$ cat config.mk
export PLATFORM = sky130hd
export DESIGN_NAME = lbm_top
export DESIGN_NICKNAME = d
export VERILOG_FILES = /design/src/pkg/lbm_pkg.sv /design/src/pkg/lbm_tick_if.sv /design/src/core/lbm_cycle_timer.sv /design/src/core/lbm_decay.sv /design/src/core/lbm_top.sv
export SDC_FILE = /design/constraint.sdc
export NUM_CORES = 1
export LEC_CHECK = 0
export BUFFER_PORTS_ARGS = -buffer_cell sky130_fd_sc_hd__buf_2
export CAP_MARGIN = 20
export CELL_PAD_IN_SITES_DETAIL_PLACEMENT = 1
export CELL_PAD_IN_SITES_GLOBAL_PLACEMENT = 1
export CORE_AREA = 2 2 117 119
export DETAILED_ROUTE_END_ITERATION = 8
export DIE_AREA = 0 0 119 121
export HOLD_SLACK_MARGIN = 0.02
export PLACE_DENSITY_LB_ADDON = 0.1
export SYNTH_ARGS = -nofsm -noshare
export SYNTH_HDL_FRONTEND = slang
export SYNTH_SLANG_ARGS = --single-unit
$ cat constraint.sdc
create_clock -name pclk -period 3.5 [get_ports pclk]
set_input_delay 0.175 -clock pclk [delete_from_list [all_inputs] [get_ports pclk]]
set_output_delay 0.175 -clock pclk [all_outputs]
set_load 0.005 [all_outputs]
$ cat src/pkg/lbm_pkg.sv
// leaky bucket activity monitor: shared constants, register map and helpers
// assumes a 10 MHz pclk and APB with 32-bit data; register indices map to
// byte addresses as four times the index
package lbm_pkg;

	// -------------------------------------------------------------------
	// bus geometry
	// -------------------------------------------------------------------
	localparam int ADDR_W = 12;
	localparam int DATA_W = 32;
	localparam int REG_W  = 8;

	// -------------------------------------------------------------------
	// register indices (byte address is index times four)
	// -------------------------------------------------------------------
	localparam logic [7:0] IDX_UPPER    = 8'h50;
	localparam logic [7:0] IDX_LOWER    = 8'h51;
	localparam logic [7:0] IDX_CAP      = 8'h52;
	localparam logic [7:0] IDX_DECAY    = 8'h53;
	localparam logic [7:0] IDX_IRQ_STAT = 8'h60;
	localparam logic [7:0] IDX_IRQ_CLR  = 8'h61;
	localparam logic [7:0] IDX_IRQ_EN   = 8'h62;
	localparam logic [7:0] IDX_LEVEL    = 8'h63;

	// -------------------------------------------------------------------
	// reset values
	// -------------------------------------------------------------------
	localparam logic [7:0] RST_UPPER  = 8'h06;
	localparam logic [7:0] RST_LOWER  = 8'h04;
	localparam logic [7:0] RST_CAP    = 8'h08;
	localparam logic [7:0] RST_DECAY  = 8'h01;
	localparam logic [7:0] RST_ACC    = 8'h00;
	localparam logic [2:0] RST_IRQ    = 3'h0;

	// -------------------------------------------------------------------
	// field positions
	// -------------------------------------------------------------------
	localparam int DECAY_LSB = 0;
	localparam int DECAY_W   = 2;
	localparam int EV_RAISE  = 0;
	localparam int EV_CLEAR  = 1;
	localparam int EV_SAT    = 2;
	localparam int EV_W      = 3;
	localparam int LVL_ALARM = 8;

	// -------------------------------------------------------------------
	// timing
	// -------------------------------------------------------------------
	localparam int CLK_HZ     = 10_000_000;
	localparam int CYCLE_MS   = 128;
	localparam int CYCLE_CLKS = CYCLE_MS * (CLK_HZ / 1000);
	localparam int RUN_W      = 3;

	// byte address of a register index
	function automatic logic [ADDR_W-1:0] lbm_byte_addr(
		input logic [7:0] idx
	);
		lbm_byte_addr = {2'b00, idx, 2'b00};
	endfunction : lbm_byte_addr

endpackage : lbm_pkg

$ cat src/pkg/lbm_tick_if.sv
// leaky bucket activity monitor: carrier between core, timer and decay
// assumes all parties share pclk
`timescale 1ns/1ns
interface lbm_tick_if;
	logic       tick;   // one-cycle pulse at each monitoring cycle end
	logic       clean;  // the ending cycle saw no failure
	logic [1:0] code;   // decay code
	logic       drain;  // one-cycle decrement request

	modport timer (output tick);
	modport decay (input tick, input clean, input code, output drain);
	modport core  (input tick, input drain, output clean, output code);
endinterface : lbm_tick_if

$ cat src/core/lbm_cycle_timer.sv
// leaky bucket activity monitor: monitoring cycle timer
// assumes pclk free-running; emits one tick per CYCLE_CLKS clocks
`timescale 1ns/1ns
module lbm_cycle_timer
	import lbm_pkg::*;
#(
	parameter int CYCLE_CLKS_P = CYCLE_CLKS,
	parameter int CNT_W        = 21
)(
	input  wire logic pclk,
	input  wire logic presetn,
	lbm_tick_if.timer t
);

	logic [CNT_W-1:0] count;
	wire              at_end = (count == CNT_W'(CYCLE_CLKS_P - 1));

	// -------------------------------------------------------------------
	// free-running divider
	// -------------------------------------------------------------------
	always_ff @(posedge pclk or negedge presetn)
	begin
		if (!presetn)
			count <= '0;
		else
			count <= at_end ? '0 : count + 1'b1;
	end

	assign t.tick = at_end;
endmodule : lbm_cycle_timer

$ cat src/core/lbm_decay.sv
// leaky bucket activity monitor: clean-run counter for the decay schedule
// assumes tick from the timer and clean from the core on the same pclk
`timescale 1ns/1ns
module lbm_decay
	import lbm_pkg::*;
(
	input  wire logic pclk,
	input  wire logic presetn,
	lbm_tick_if.decay t
);

	// clean cycles needed per decrement, less one
	function automatic logic [RUN_W-1:0] run_limit(input logic [1:0] c);
		case (c)
			2'h0:    run_limit = 3'h0;
			2'h1:    run_limit = 3'h1;
			2'h2:    run_limit = 3'h3;
			default: run_limit = 3'h7;
		endcase
	endfunction : run_limit

	logic [RUN_W-1:0] run;
	wire  [RUN_W-1:0] limit = run_limit(t.code);

	// >= so that a smaller code written mid-run drains at once
	assign t.drain = t.tick & t.clean & (run >= limit);

	// -------------------------------------------------------------------
	// run counter: a failed cycle restarts the run
	// -------------------------------------------------------------------
	always_ff @(posedge pclk or negedge presetn)
	begin
		if (!presetn)
			run <= '0;
		else if (t.tick)
			run <= (!t.clean || t.drain) ? '0 : run + 1'b1;
	end
endmodule : lbm_decay

$ cat src/core/lbm_top.sv
// leaky bucket activity monitor: APB registers, bucket and interrupt
// assumes input_fail comes from detector logic in another timing domain;
// pready is registered so every transfer has exactly one wait-free access
`timescale 1ns/1ns

module lbm_top
	import lbm_pkg::*;
#(
	parameter int CYCLE_CLKS_P = CYCLE_CLKS,
	parameter int CNT_W        = 21
)(
	input  wire logic              pclk,
	input  wire logic              presetn,
	input  wire logic              psel,
	input  wire logic              penable,
	input  wire logic              pwrite,
	input  wire logic [ADDR_W-1:0] paddr,
	input  wire logic [DATA_W-1:0] pwdata,
	output logic      [DATA_W-1:0] prdata,
	output logic                   pready,
	output logic                   pslverr,
	input  wire logic              input_fail,
	output logic                   alarm,
	output logic      [REG_W-1:0]  level,
	output logic                   irq
);

	// -------------------------------------------------------------------
	// submodules
	// -------------------------------------------------------------------
	lbm_tick_if t ();

	lbm_cycle_timer #(
		.CYCLE_CLKS_P (CYCLE_CLKS_P),
		.CNT_W        (CNT_W)
	) u_timer (
		.pclk    (pclk),
		.presetn (presetn),
		.t       (t)
	);

	lbm_decay u_decay (
		.pclk    (pclk),
		.presetn (presetn),
		.t       (t)
	);

	// -------------------------------------------------------------------
	// configuration and state registers
	// -------------------------------------------------------------------
	logic [REG_W-1:0] upper;
	logic [REG_W-1:0] lower;
	logic [REG_W-1:0] cap;
	logic [REG_W-1:0] decay;
	logic [EV_W-1:0]  irq_stat;
	logic [EV_W-1:0]  irq_en;
	logic [REG_W-1:0] acc;
	logic             fail_m;
	logic             fail_s;
	logic             fail_seen;

	// -------------------------------------------------------------------
	// apb decode
	// -------------------------------------------------------------------
	wire setup  = psel & ~penable;
	wire access = psel & penable & pready;
	wire wr_en  = access & pwrite;

	wire sel_upper = (paddr == lbm_byte_addr(IDX_UPPER));
	wire sel_lower = (paddr == lbm_byte_addr(IDX_LOWER));
	wire sel_cap   = (paddr == lbm_byte_addr(IDX_CAP));
	wire sel_decay = (paddr == lbm_byte_addr(IDX_DECAY));
	wire sel_stat  = (paddr == lbm_byte_addr(IDX_IRQ_STAT));
	wire sel_clr   = (paddr == lbm_byte_addr(IDX_IRQ_CLR));
	wire sel_en    = (paddr == lbm_byte_addr(IDX_IRQ_EN));
	wire sel_level = (paddr == lbm_byte_addr(IDX_LEVEL));

	// writable and readable sets; status and level refuse writes
	wire rw_hit = sel_upper | sel_lower | sel_cap | sel_decay | sel_en;
	wire wr_ok  = rw_hit | sel_clr;
	wire rd_ok  = rw_hit | sel_stat | sel_level | sel_clr;
	wire bad    = pwrite ? ~wr_ok : ~rd_ok;

	wire [REG_W-1:0] wbyte = pwdata[REG_W-1:0];

	// read mux; the clear register reads as zero
	wire [DATA_W-1:0] rd_data =
		sel_upper ? DATA_W'(upper) :
		sel_lower ? DATA_W'(lower) :
		sel_cap   ? DATA_W'(cap) :
		sel_decay ? DATA_W'(decay) :
		sel_stat  ? DATA_W'(irq_stat) :
		sel_en    ? DATA_W'(irq_en) :
		sel_level ? DATA_W'({alarm, acc}) :
		'0;

	// -------------------------------------------------------------------
	// apb answer: ready in the first access cycle
	// -------------------------------------------------------------------
	always_ff @(posedge pclk or negedge presetn)
	begin
		if (!presetn)
		begin
			pready  <= 1'b0;
			pslverr <= 1'b0;
			prdata  <= '0;
		end
		else
		begin
			pready  <= setup;
			pslverr <= setup & bad;
			prdata  <= (setup & ~pwrite) ? rd_data : '0;
		end
	end

	// -------------------------------------------------------------------
	// configuration writes
	// -------------------------------------------------------------------
	always_ff @(posedge pclk or negedge presetn)
	begin
		if (!presetn)
		begin
			upper  <= RST_UPPER;
			lower  <= RST_LOWER;
			cap    <= RST_CAP;
			decay  <= RST_DECAY;
			irq_en <= RST_IRQ;
		end
		else if (wr_en)
		begin
			if (sel_upper) upper <= wbyte;
			if (sel_lower) lower <= wbyte;
			if (sel_cap) cap <= wbyte;
			// unused upper bits are kept as zero
			if (sel_decay) decay <= {6'h00, wbyte[DECAY_W-1:0]};
			if (sel_en) irq_en <= wbyte[EV_W-1:0];
		end
	end

	assign t.code = decay[DECAY_LSB +: DECAY_W];

	// -------------------------------------------------------------------
	// failure input: synchronise, then hold until the cycle ends
	// -------------------------------------------------------------------
	always_ff @(posedge pclk or negedge presetn)
	begin
		if (!presetn)
		begin
			fail_m    <= 1'b0;
			fail_s    <= 1'b0;
			fail_seen <= 1'b0;
		end
		else
		begin
			fail_m    <= input_fail;
			fail_s    <= fail_m;
			fail_seen <= t.tick ? 1'b0 : (fail_seen | fail_s);
		end
	end

	// a single failed sample anywhere in the cycle marks it failed
	wire cyc_failed = fail_seen | fail_s;
	assign t.clean = ~cyc_failed;

	// -------------------------------------------------------------------
	// bucket arithmetic
	// -------------------------------------------------------------------
	wire at_cap  = (acc >= cap);
	wire fill    = t.tick & cyc_failed;
	wire [REG_W-1:0] filled  = at_cap ? cap : acc + 1'b1;
	wire [REG_W-1:0] drained = (acc == '0) ? '0 : acc - 1'b1;
	wire [REG_W-1:0] next_acc =
		fill    ? filled :
		t.drain ? drained :
		acc;

	// raising wins if the two thresholds overlap
	wire next_alarm =
		(next_acc >= upper) ? 1'b1 :
		(next_acc <= lower) ? 1'b0 :
		alarm;

	// -------------------------------------------------------------------
	// sticky events; a new event beats a clear in the same cycle
	// -------------------------------------------------------------------
	wire [EV_W-1:0] events;
	assign events[EV_RAISE] = next_alarm & ~alarm;
	assign events[EV_CLEAR] = ~next_alarm & alarm;
	assign events[EV_SAT]   = fill & at_cap;

	wire [EV_W-1:0] clr_mask = (wr_en & sel_clr) ? wbyte[EV_W-1:0] : '0;
	wire [EV_W-1:0] next_irq_stat = (irq_stat & ~clr_mask) | events;

	// -------------------------------------------------------------------
	// state update
	// -------------------------------------------------------------------
	always_ff @(posedge pclk or negedge presetn)
	begin
		if (!presetn)
		begin
			acc      <= RST_ACC;
			alarm    <= 1'b0;
			level    <= RST_ACC;
			irq_stat <= RST_IRQ;
			irq      <= 1'b0;
		end
		else
		begin
			acc      <= next_acc;
			alarm    <= next_alarm;
			level    <= next_acc;
			irq_stat <= next_irq_stat;
			irq      <= |(next_irq_stat & irq_en);
		end
	end

	// -------------------------------------------------------------------
	// checks
	// -------------------------------------------------------------------
	logic first_cyc;

	// helper: marks the first edge after reset release
	always_ff @(posedge pclk or negedge presetn)
	begin
		if (!presetn)
			first_cyc <= 1'b1;
		else
			first_cyc <= 1'b0;
	end
endmodule : lbm_top

Yosys cells after proc, flatten, opt, wreduce, memory -nomap -nowiden
Cells that the tools add are included.

Add/sub/neg operators: 4. Equal/unequal tests: 11. Muxes and demuxes: 20. $lt $le $gt $ge: 4. Bitwise gates (word level): 33. Reductions and logical operators: 9.

Operators with widths (number): 12-bit by 9-bit equality test with 1-bit output (second input constant) (8); 9-bit 2-to-1 mux (8); 8-bit 2-to-1 mux (4); 21-bit by 1-bit adder with 21-bit output (second input constant) (1); 21-bit equality test (second input constant) (1); 21-bit 2-to-1 mux (1); 8-bit greater-or-equal comparator (2); 1-bit AND (13); 2-bit AND reduction (5); 1-bit bitwise OR (9); 3-bit case mux with 3 select lines (1); 8-bit by 1-bit adder with 8-bit output (second input constant) (1); 8-bit less-or-equal comparator (1); 8-bit zero test (1); 8-bit by 1-bit subtractor with 8-bit output (second input constant) (1); 1-bit NOT (7); 3-bit AND (2); 3-bit 2-to-1 mux (2); 1-bit 2-to-1 mux (4); 3-bit by 1-bit adder with 3-bit output (second input constant) (1); 3-bit greater-or-equal comparator (1); 3-bit NOT (1); 3-bit bitwise OR (1); 3-bit OR reduction (1); 4 further kinds (4).

Input port bits: 50. Register bits after elaboration: 80.

Logic depth before layout (Yosys ltp)
Gate-level depths: netlist of run 1.

Depth after elaboration: 14. Gate-level depth with buffers: 17. Gate-level depth less buffers: 15.

Cells and area by module
Synthesis of run 1 repeated with hierarchy kept, for this count alone.

Cell total of the unflattened synthesis: 487. Area total of the unflattened synthesis: 4860.9 µm².

By module, submodules not included: lbm_top (area an instance 3563.4 µm², sequential area each 1407.6 µm², times used 1, cells each 367); lbm_cycle_timer (area an instance 1057.3 µm², sequential area each 525.5 µm², times used 1, cells each 94); lbm_decay (area an instance 240.2 µm², sequential area each 75.1 µm², times used 1, cells each 26).

Least setup slack after synthesis of run 1
No wires, ideal clock.

Path type: register to register. Start: reg acc[0]. End: reg irq. Setup time: 0.070 ns. Cell stages (with the launch flop): 18. Setup slack: -0.329 ns. Data arrival time: 3.759 ns. Buffers on the path: 2. Path through: dfrtp_1 > clkbuf_1 > inv_1 > ha_1 > nand2b_1 > a211oi_1 > o221ai_1 > and2_1 > clkbuf_1 > a311oi_1 > o22ai_1 > ha_1 > nand4_1 > o21a_1 > a221o_1 > nor4_1 > o21ai_0 > nand4_1.

Longest elaborated chain between the ends: 12. Elaborated cells between the ends (all ways): 19. Classes of those cells: add/sub (2); order compare (3); mux (6); bitwise (6); reduce/logical (2).

RTL lines: start: declaration (RTL line lbm_top.sv:57) `logic [REG_W-1:0] acc;`; start signal: assignment (RTL line lbm_top.sv:209) `acc <= next_acc;`; 8-bit by 1-bit subtractor with 8-bit output or 8-bit zero test (tied branches) (RTL line lbm_top.sv:171) `wire [REG_W-1:0] drained = (acc == '0) ? '0 : acc - 1'b1;`; 8-bit 2-to-1 mux (RTL line lbm_top.sv:171); 8-bit 2-to-1 mux (RTL line lbm_top.sv:174) `t.drain ? drained :`; 8-bit 2-to-1 mux (*) (RTL line lbm_top.sv:173) `fill ? filled :`; net next_acc[5] (RTL line lbm_top.sv:172) `wire [REG_W-1:0] next_acc =`; 8-bit less-or-equal comparator (RTL line lbm_top.sv:180) `(next_acc <= lower) ? 1'b0 :`; 1-bit 2-to-1 mux (RTL line lbm_top.sv:180); 1-bit 2-to-1 mux (*) (RTL line lbm_top.sv:179) `(next_acc >= upper) ? 1'b1 :`; 1-bit NOT (RTL line lbm_top.sv:188) `assign events[EV_CLEAR] = ~next_alarm & alarm;`; 1-bit AND (RTL line lbm_top.sv:188); 3-bit bitwise OR (*) (RTL line lbm_top.sv:192) `wire [EV_W-1:0] next_irq_stat = (irq_stat & ~clr_mask) | events;`; 3-bit AND (*) (RTL line lbm_top.sv:213) `irq <= |(next_irq_stat & irq_en);`; 3-bit OR reduction (*) (RTL line lbm_top.sv:213); end signal: assignment (RTL line lbm_top.sv:213); end: declaration (RTL line lbm_top.sv:25) `output logic irq`.

The timed path passes the listed nets; every way through them passes the cells marked *. A chain may end at the register's enable or synchronous reset.

Worst setup path in the final report of run 1
Start: reg decay[0]. End: reg irq.

Longest elaborated chain between the ends: 14. Elaborated cells between the ends (all ways): 18. Classes of those cells: order compare (3); eq/ne (2); mux (5); bitwise (6); reduce/logical (2).

RTL lines: start: declaration (RTL line lbm_top.sv:54) `logic [REG_W-1:0] decay;`; start signal: assignment (RTL line lbm_top.sv:135) `if (sel_decay) decay <= {6'h00, wbyte[DECAY_W-1:0]};`; 2-bit equality test (tied with other cells) (RTL line lbm_decay.sv:14) `case (c)`; 3-bit case mux with 3 select lines (*) (RTL line lbm_decay.sv:14); 3-bit greater-or-equal comparator (*) (RTL line lbm_decay.sv:26) `assign t.drain = t.tick & t.clean & (run >= limit);`; 1-bit AND (*) (RTL line lbm_decay.sv:26); 8-bit 2-to-1 mux (*) (RTL line lbm_top.sv:174); 8-bit 2-to-1 mux (*) (RTL line lbm_top.sv:173); net next_acc[5] (RTL line lbm_top.sv:172); 8-bit less-or-equal comparator (RTL line lbm_top.sv:180); 1-bit 2-to-1 mux (RTL line lbm_top.sv:180); 1-bit 2-to-1 mux (*) (RTL line lbm_top.sv:179); 1-bit NOT (RTL line lbm_top.sv:188); 1-bit AND (RTL line lbm_top.sv:188); 3-bit bitwise OR (*) (RTL line lbm_top.sv:192); 3-bit AND (*) (RTL line lbm_top.sv:213); 3-bit OR reduction (*) (RTL line lbm_top.sv:213).

Marks and branches as above.

==> results.ini, run 1 <==
[clock_network]
root_buffer = clkbuf_16
htree_levels = 3
insertion_delay_ns = 0.35
clkTransAtPathRegs_ns = 0.06
cts_buffer_depth = 2
cts_buffers = 9
cts.sink_count = 80
cts_tree = done

[placement]
gp_congestion = 0.883
dp.cells = 774
port_buffers = 46
dp_hpwl_mm = 10.5
dpl_cell_area_um2 = 5560

[synthesis]
synth.top_cell.area_share_pct = 38.6
syn_area_per_cell_um2 = 9.32
ys_ff_latch = 80
synth_area_um2 = 4870
yosysUniqueCellTypes = 61
synth.area.top_cells = dfrtp_1 (39%), ha_1 (8.0%), nand2_1 (4.0%)
synthFlopType = dfrtp_1
yosysWarnings = 0
synth_edf_count = 0
synthArstFlopShare_pct = 100
yosysSeqAreaShare_pct = 41.3
synthCells = 522
synth_area_leader_cell = dfrtp_1

[worst_hold_path]
hold_class = in -> reg
hp-start = pwdata[7]
whs_endpoint = cap[7]
worstHoldPathCells = 3

[critical_path]
cp_common_cell = nand4_1
reg2reg_slack_ns = 0.11
path_max_fanout = 5
crit_type = reg -> reg
cp_top_family = compound AO/OA/AOI/OAI gates
arrival_ns = 3.67
start_kind = flip-flop
rr_endpoint = irq
worstRegToRegCells = 15
crit-reg2reg-launch = decay[0]
max_stage_delay_ns = 0.55
slowest_stage = dfstp_2
endpoint_kind = flip-flop
crit_buf_inv = 0
worstPathRequired_ns = 3.78
crit_chain = nand2_2, ha_4, a21oi_2, o21ai_4, nand4_1, nor3_2, a311oi_2, o22ai_2, ha_1, nand4_1, o21a_1, a221o_1, nor4_4, o21ai_1, nand4_1

[timing]
maxSlewViolCount = 0
period_needed_ns = 3.39
hold_violations = 0
slew_headroom_pct = 56.5
period_share_pct = 96.7
finalSetupViolations = 0
rsz0062_at_grt = yes
fmax_mhz = 295
clock_skew_ns = 0.00742
tightest_slew_ns = 0.653

[detailed_routing]
routedWlPerCell_um = 17.6
ant_nets = 0
drc = 0
dr.pass1.iters = 4
viasPerCell = 5.17
routed_wl_mm = 14.0
vias = 4122
first_iter_violations = 220

[global_route]
grt_pass1_wl_mm = 22.7
grt_usage_pct = 20.5
antenna_found_initial = 0
grt_pass1_vias = 4365
grt_start_max_net_pins = 81
grt_overflow = 0

[floorplan]
initial_core_util_pct = 37.2
die_y_um = 121
die_area_um2 = 14400
core_um2 = 13100
placementRows = 42
ios = 94
fp.dieW_um = 119

[layout]
stdcell_count = 798
drive_above_1_share_pct = 28.5
fin_util_pct = 47.1
synthToLayoutAreaGrowth_pct = 26.6
nets = 698
finalInstanceArea_um2 = 6160
diodes = 0

[power_and_ir_drop]
p_leak_nw = 2.91
vdd_drop_max_uv = 219
total_power_mw = 1.96
p_per_area_nw_per_um2 = 319

[status]
status = complete, no violations

[run]
max-cap-violations = 0

## worst reg2reg max path: stages (launching register included)
cell	delay, ns
dfstp_2	0.55
nand2_2	0.07
ha_4	0.26
a21oi_2	0.20
o21ai_4	0.10
nand4_1	0.20
nor3_2	0.07
a311oi_2	0.26
o22ai_2	0.16
ha_1	0.34
nand4_1	0.11
o21a_1	0.20
a221o_1	0.42
nor4_4	0.19
o21ai_1	0.12
nand4_1	0.08
## layout by cell type, fill, tap and decap left out, types with 6 or more instances in the layout
master / instances
mux2_2: 7
a21oi_1: 21
buf_4: 58
ha_1: 26
nand4_1: 10
nand3b_1: 6
buf_2: 45
nor2_1: 33
mux2_1: 9
xor2_1: 11
xnor2_1: 14
inv_1: 29
o21ai_0: 30
and3_1: 8
a22oi_1: 8
nor2b_1: 6
dfrtp_1: 75
o21ai_1: 8
clkbuf_16: 9
conb_1: 23
nand3_1: 22
mux2i_1: 6
nand2_1: 50
## Yosys cell counts (4+ instances only)
library cell,number
o21ai_0,38
xor2_1,11
a21oi_1,25
a22oi_1,9
nor4b_1,4
and3_1,8
nand3_1,22
mux2_2,7
ha_1,31
xnor2_1,14
mux2_1,9
dfrtp_1,75
buf_1,4
clkbuf_1,15
nand2_1,52
buf_4,24
o21a_1,6
nand4_1,10
nor2_1,34
mux2i_1,7
dfstp_2,5
or2_2,4
nand2b_1,6
inv_1,30
a32oi_1,4
nor2b_1,7
a211oi_1,4
nand3b_1,6
nor3_1,5
## per-layer routing
layer  global-route usage, %  part of all wire, %  vias up
met4                    5.95                 0.97        0
li1                        -                    -     1974
met1                    27.6                   48     2086
met3                    4.32                  2.7       13
met5                       0                    0        -
met2                    33.3                   48       49
## registers in the layout, indices dropped and copies added (netlist names)
register,cells
pready,1
alarm,1
irq,1
u_decay.run,3
irq_stat,3
lower,8
irq_en,3
acc,8
u_timer.count,21
cap,8
fail_seen,1
pslverr,1
fail_s,1
decay,2
fail_m,1
prdata,9
upper,8
## cell type report
cell class	instances	area (um^2)
clock inverter	4	45.0
tap	176	220
clock buffer	12	246
fill	1501	6920
timing repair buffer	109	749
inverter	30	113
sequential	80	2010
multi-input combinational	387	2780
## how the worst max path moves through the flow
stage          startpoint  endpoint  cells after the start
2_1_floorplan      acc[0]       irq                     17
3_3_place_gp     decay[1]       irq                     17
3_5_place_dp     decay[1]       irq                     17
4_1_cts          decay[1]       irq                     16
5_1_grt          decay[0]       irq                     15
6_report         decay[0]       irq                     15
## metrics by stage
stage | hold slack, ns | TNS (ns) | setup slack [ns]
after floorplan | -0.121 | 0 | 0.0139
after global placement | 0.286 | -0.193 | -0.106
after detailed placement | 0.296 | -0.336 | -0.122
after CTS | 0.0567 | 0 | 0.00617
after global routing | 0.0857 | -0.120 | -0.0816
final | 0.0892 | 0 | 0.115
## power by group
part	internal [mW]	switching, mW
combinational	0.0297	0.0601
clock	0.569	0.376
sequential	0.928	0.00141
total	1.53	0.437
## cell families after synthesis
logic type                 Yosys count  share of synthesized area [%]
AOI/OAI and AO/OA                  106                           13.3
xor gates and xnor gates            25                           4.50
adders and majority gates           31                           7.97
buffers and inverters               77                           8.02
DFF                                 80                           41.3
muxes                               23                           5.14
other                                1                         0.0770
and+or+nand+nor                    179                           19.7
## timing repair
action                                  CTS  global route
buffers inserted                          5             1
hold buffers                              2             1
endpoints found under the setup margin    4             4
endpoints found under the hold margin     2            30
pin swaps                                13            25
gates resized for setup                  27            24
No activity file was read; power rests on OpenSTA's default activity.
==> run 2, diff against run 1 <==
--- a/config.mk
+++ b/config.mk
@@ -11,6 +11,6 @@
 export CELL_PAD_IN_SITES_GLOBAL_PLACEMENT = 1
-export CORE_AREA = 2 2 117 119
+export CORE_AREA = 2 2 115 117
 export DETAILED_ROUTE_END_ITERATION = 8
-export DIE_AREA = 0 0 119 121
-export HOLD_SLACK_MARGIN = 0.02
+export DIE_AREA = 0 0 117 119
+export HOLD_SLACK_MARGIN = 0.15
 export PLACE_DENSITY_LB_ADDON = 0.1
@@ -18,2 +18,3 @@
 export SYNTH_HDL_FRONTEND = slang
+export SYNTH_HIERARCHICAL = 1
 export SYNTH_SLANG_ARGS = --single-unit
==> constraint.sdc (replaced) <==
create_clock -name pclk -period 3.5 [get_ports pclk]
set_input_delay 0.525 -clock pclk [delete_from_list [all_inputs] [get_ports pclk]]
set_output_delay 0.525 -clock pclk [all_outputs]
set_load 0.005 [all_outputs]
==> run 2 against run 1 <==
Against the previous run:
- the run now ends with setup timing left
- count of clock-buffer cells in the layout up 4
- routed wire length shrank 4.1%
- non-clock buffer count is 20 higher
- critical endpoint unchanged
- largest power group is now registers
==> results.ini, run 2 <==
[critical_path]
arrival_ns = 3.93
start_kind = flip-flop
slowest_stage = or4_4
max_stage_delay_ns = 0.45
cp_common_cell = and3_4
path_max_fanout = 3
worstPathRequired_ns = 3.68
endpoint_kind = flip-flop
crit_chain = ha_2, and3_4, nand4_4, nor4_4, and3_4, inv_2, or4_4, nor3_4, mux2i_1, mux2i_2, ha_1, nand4_1, nor2_1, a211o_1, a41oi_2, o221ai_1
crit_type = reg -> reg

[clock_network]
cts_buffer_depth = 2
root_buffer = clkbuf_16
cts.sink_count = 80
cts_tree = done
holdBufCountCts = 0
clkTransAtPathRegs_ns = 0.06
htree_levels = 3
insertion_delay_ns = 0.35
cts_buffers = 9

[floorplan]
ios = 94
die_y_um = 119
initial_core_util_pct = 37.8
die_area_um2 = 13900
placementRows = 42
core_um2 = 12900
fp.dieW_um = 117

[placement]
gp_congestion = 0.810
dp_hpwl_mm = 10.1
dp.cells = 765
port_buffers = 46

[power_and_ir_drop]
sw_frac_of_total_pct = 21.6
p_per_area_nw_per_um2 = 298
p_leak_nw = 3.04
p_int_mw = 1.49
p_sw_mw = 0.411
p_clk_share_pct = 47.1
p_seq_share_pct = 49.0
pwr-share-comb_pct = 3.9
vdd_drop_max_uv = 207

[synthesis]
synthCells = 487
yosysUniqueCellTypes = 71
syn_area_per_cell_um2 = 9.98
synthArstFlopShare_pct = 100
synth_edf_count = 0
synth.top_cell.area_share_pct = 38.6
synth.area.top_cells = dfrtp_1 (39%), ha_1 (8.0%), mux2_2 (4.9%)
yosysWarnings = 6
synth_area_um2 = 4860
synth_area_leader_cell = dfrtp_1
synthTopCellsByCount = dfrtp_1 (75), nand2_1 (38), inv_1 (35)
yosysSeqAreaShare_pct = 41.3
synthFlopType = dfrtp_1
ys_ff_latch = 80
synth_most_common_cell = dfrtp_1

[timing]
worst_slack_ns = -0.244
rsz0062_at_grt = yes
period_share_pct = 107
slew_headroom_pct = 57.3
period_needed_ns = 3.74
fmax_mhz = 267
finalSetupViolations = 4
clock_skew_ns = 0.00920
tightest_slew_ns = 0.634
holdWs_ns = 0.162
maxSlewViolCount = 0
hold_violations = 0

[detailed_routing]
drc = 0
ant_nets = 0
routed_wl_mm = 13.4
first_iter_violations = 196
vias = 4042
viasPerCell = 5.11
dr.pass1.iters = 4
routedWlPerCell_um = 17.0

[layout]
drive_above_1_share_pct = 35.9
nets = 691
top_register = u_timer/count
layout_commonest_cell = buf_4
reg.largest.list = u_timer/count (21), prdata (9)
diodes = 0
stdcell_count = 791
largest_reg_flops = 21
synthToLayoutAreaGrowth_pct = 31.3
mostFrequentLayoutCells = buf_4 (79), dfrtp_1 (75), buf_2 (45), nand2_1 (37), inv_1 (33)

[status]
status = finished with violations
violations = setup timing

[global_route]
grt_pass1_wl_mm = 22.6
antenna_found_initial = 0
grt_usage_pct = 20.9
grt_pass1_vias = 4418
grt_start_max_net_pins = 81
grt_overflow = 0

[worst_hold_path]
hold_class = in -> async

[run]
max-cap-violations = 0

==> run 2: cell families after synthesis <==
logic type / share of synthesized area [%]
DFF: 41.3
adders and majority gates: 7.98
xor gates and xnor gates: 4.86
other: 0.0771
AOI/OAI and AO/OA: 12.4
and+or+nand+nor: 18.9
buffers and inverters: 7.57
muxes: 6.92
==> run 2: metrics by stage <==
| stage | instance area [um^2] | TNS (ns) | setup slack [ns] | util [%] | total power, mW |
|---|---|---|---|---|---|
| floorplan | 5040 | -1.15 | -0.387 | - | 0.992 |
| global placement | 5820 | -1.05 | -0.346 | 45.2 | 1.02 |
| detailed placement | 5820 | -1.52 | -0.494 | 45.2 | 1.02 |
| CTS | 6280 | -0.612 | -0.244 | 48.7 | 1.93 |
| global route | 6380 | -1.52 | -0.464 | 49.6 | 1.98 |
| finish | 6380 | -0.607 | -0.244 | 49.6 | 1.90 |
==> run 2: worst paths after layout <==
kind,from,endpoint,slack (ns),cells past startpoint
worst max register to register,u_timer/count[0],irq,-0.24,16
worst max-delay path,u_timer/count[0],irq,-0.24,16
min in group pclk,input_fail,fail_m,0.29,1
max in group asynchronous,presetn,cap[3],2.67,2
worst min-delay path,presetn,u_timer/count[11],0.16,1
worst min register to register,fail_m,fail_s,0.35,0
==> run 2: per-layer routing <==
metal,GRT usage (%),part of all wire [%]
met4,8.38,2.1
met2,35.9,52
met3,3.10,1.9
met1,26.1,43
met5,0,0
==> run 2: critical path, delay by kind of cell (launching register included) <==
kind,cells,cell delay (ns)
fa+ha+maj,2,0.52
compound gates,3,0.61
mux,2,0.36
flops,1,0.36
simple gates,8,1.68
buf+inv,1,0.04
==> run 2: timing repair <==
| item | in CTS | in global routing |
|---|---|---|
| buffers inserted | 7 | 2 |
| pin swaps | 15 | 1 |
| gates resized for setup | 24 | 14 |
| setup endpoints to repair | 4 | 4 |
==> run 2: layout make-up <==
| class | instances | area, um^2 |
|---|---|---|
| multi-input combinational | 355 | 2850 |
| inverter | 35 | 131 |
| sequential | 80 | 2010 |
| fill | 1483 | 6490 |
| tap | 176 | 220 |
| clock buffer | 16 | 282 |
| timing repair buffer | 129 | 892 |
==> run 2: power by group through the flow <==
stage	Sequential (mW)	Clock (mW)	Combinational [mW]
2_1_floorplan	0.947	0	0.0456
3_3_place_gp	0.947	0	0.0711
3_5_place_dp	0.947	0	0.0730
4_1_cts	0.930	0.926	0.0729
5_1_grt	0.930	0.965	0.0857
6_report	0.931	0.896	0.0746
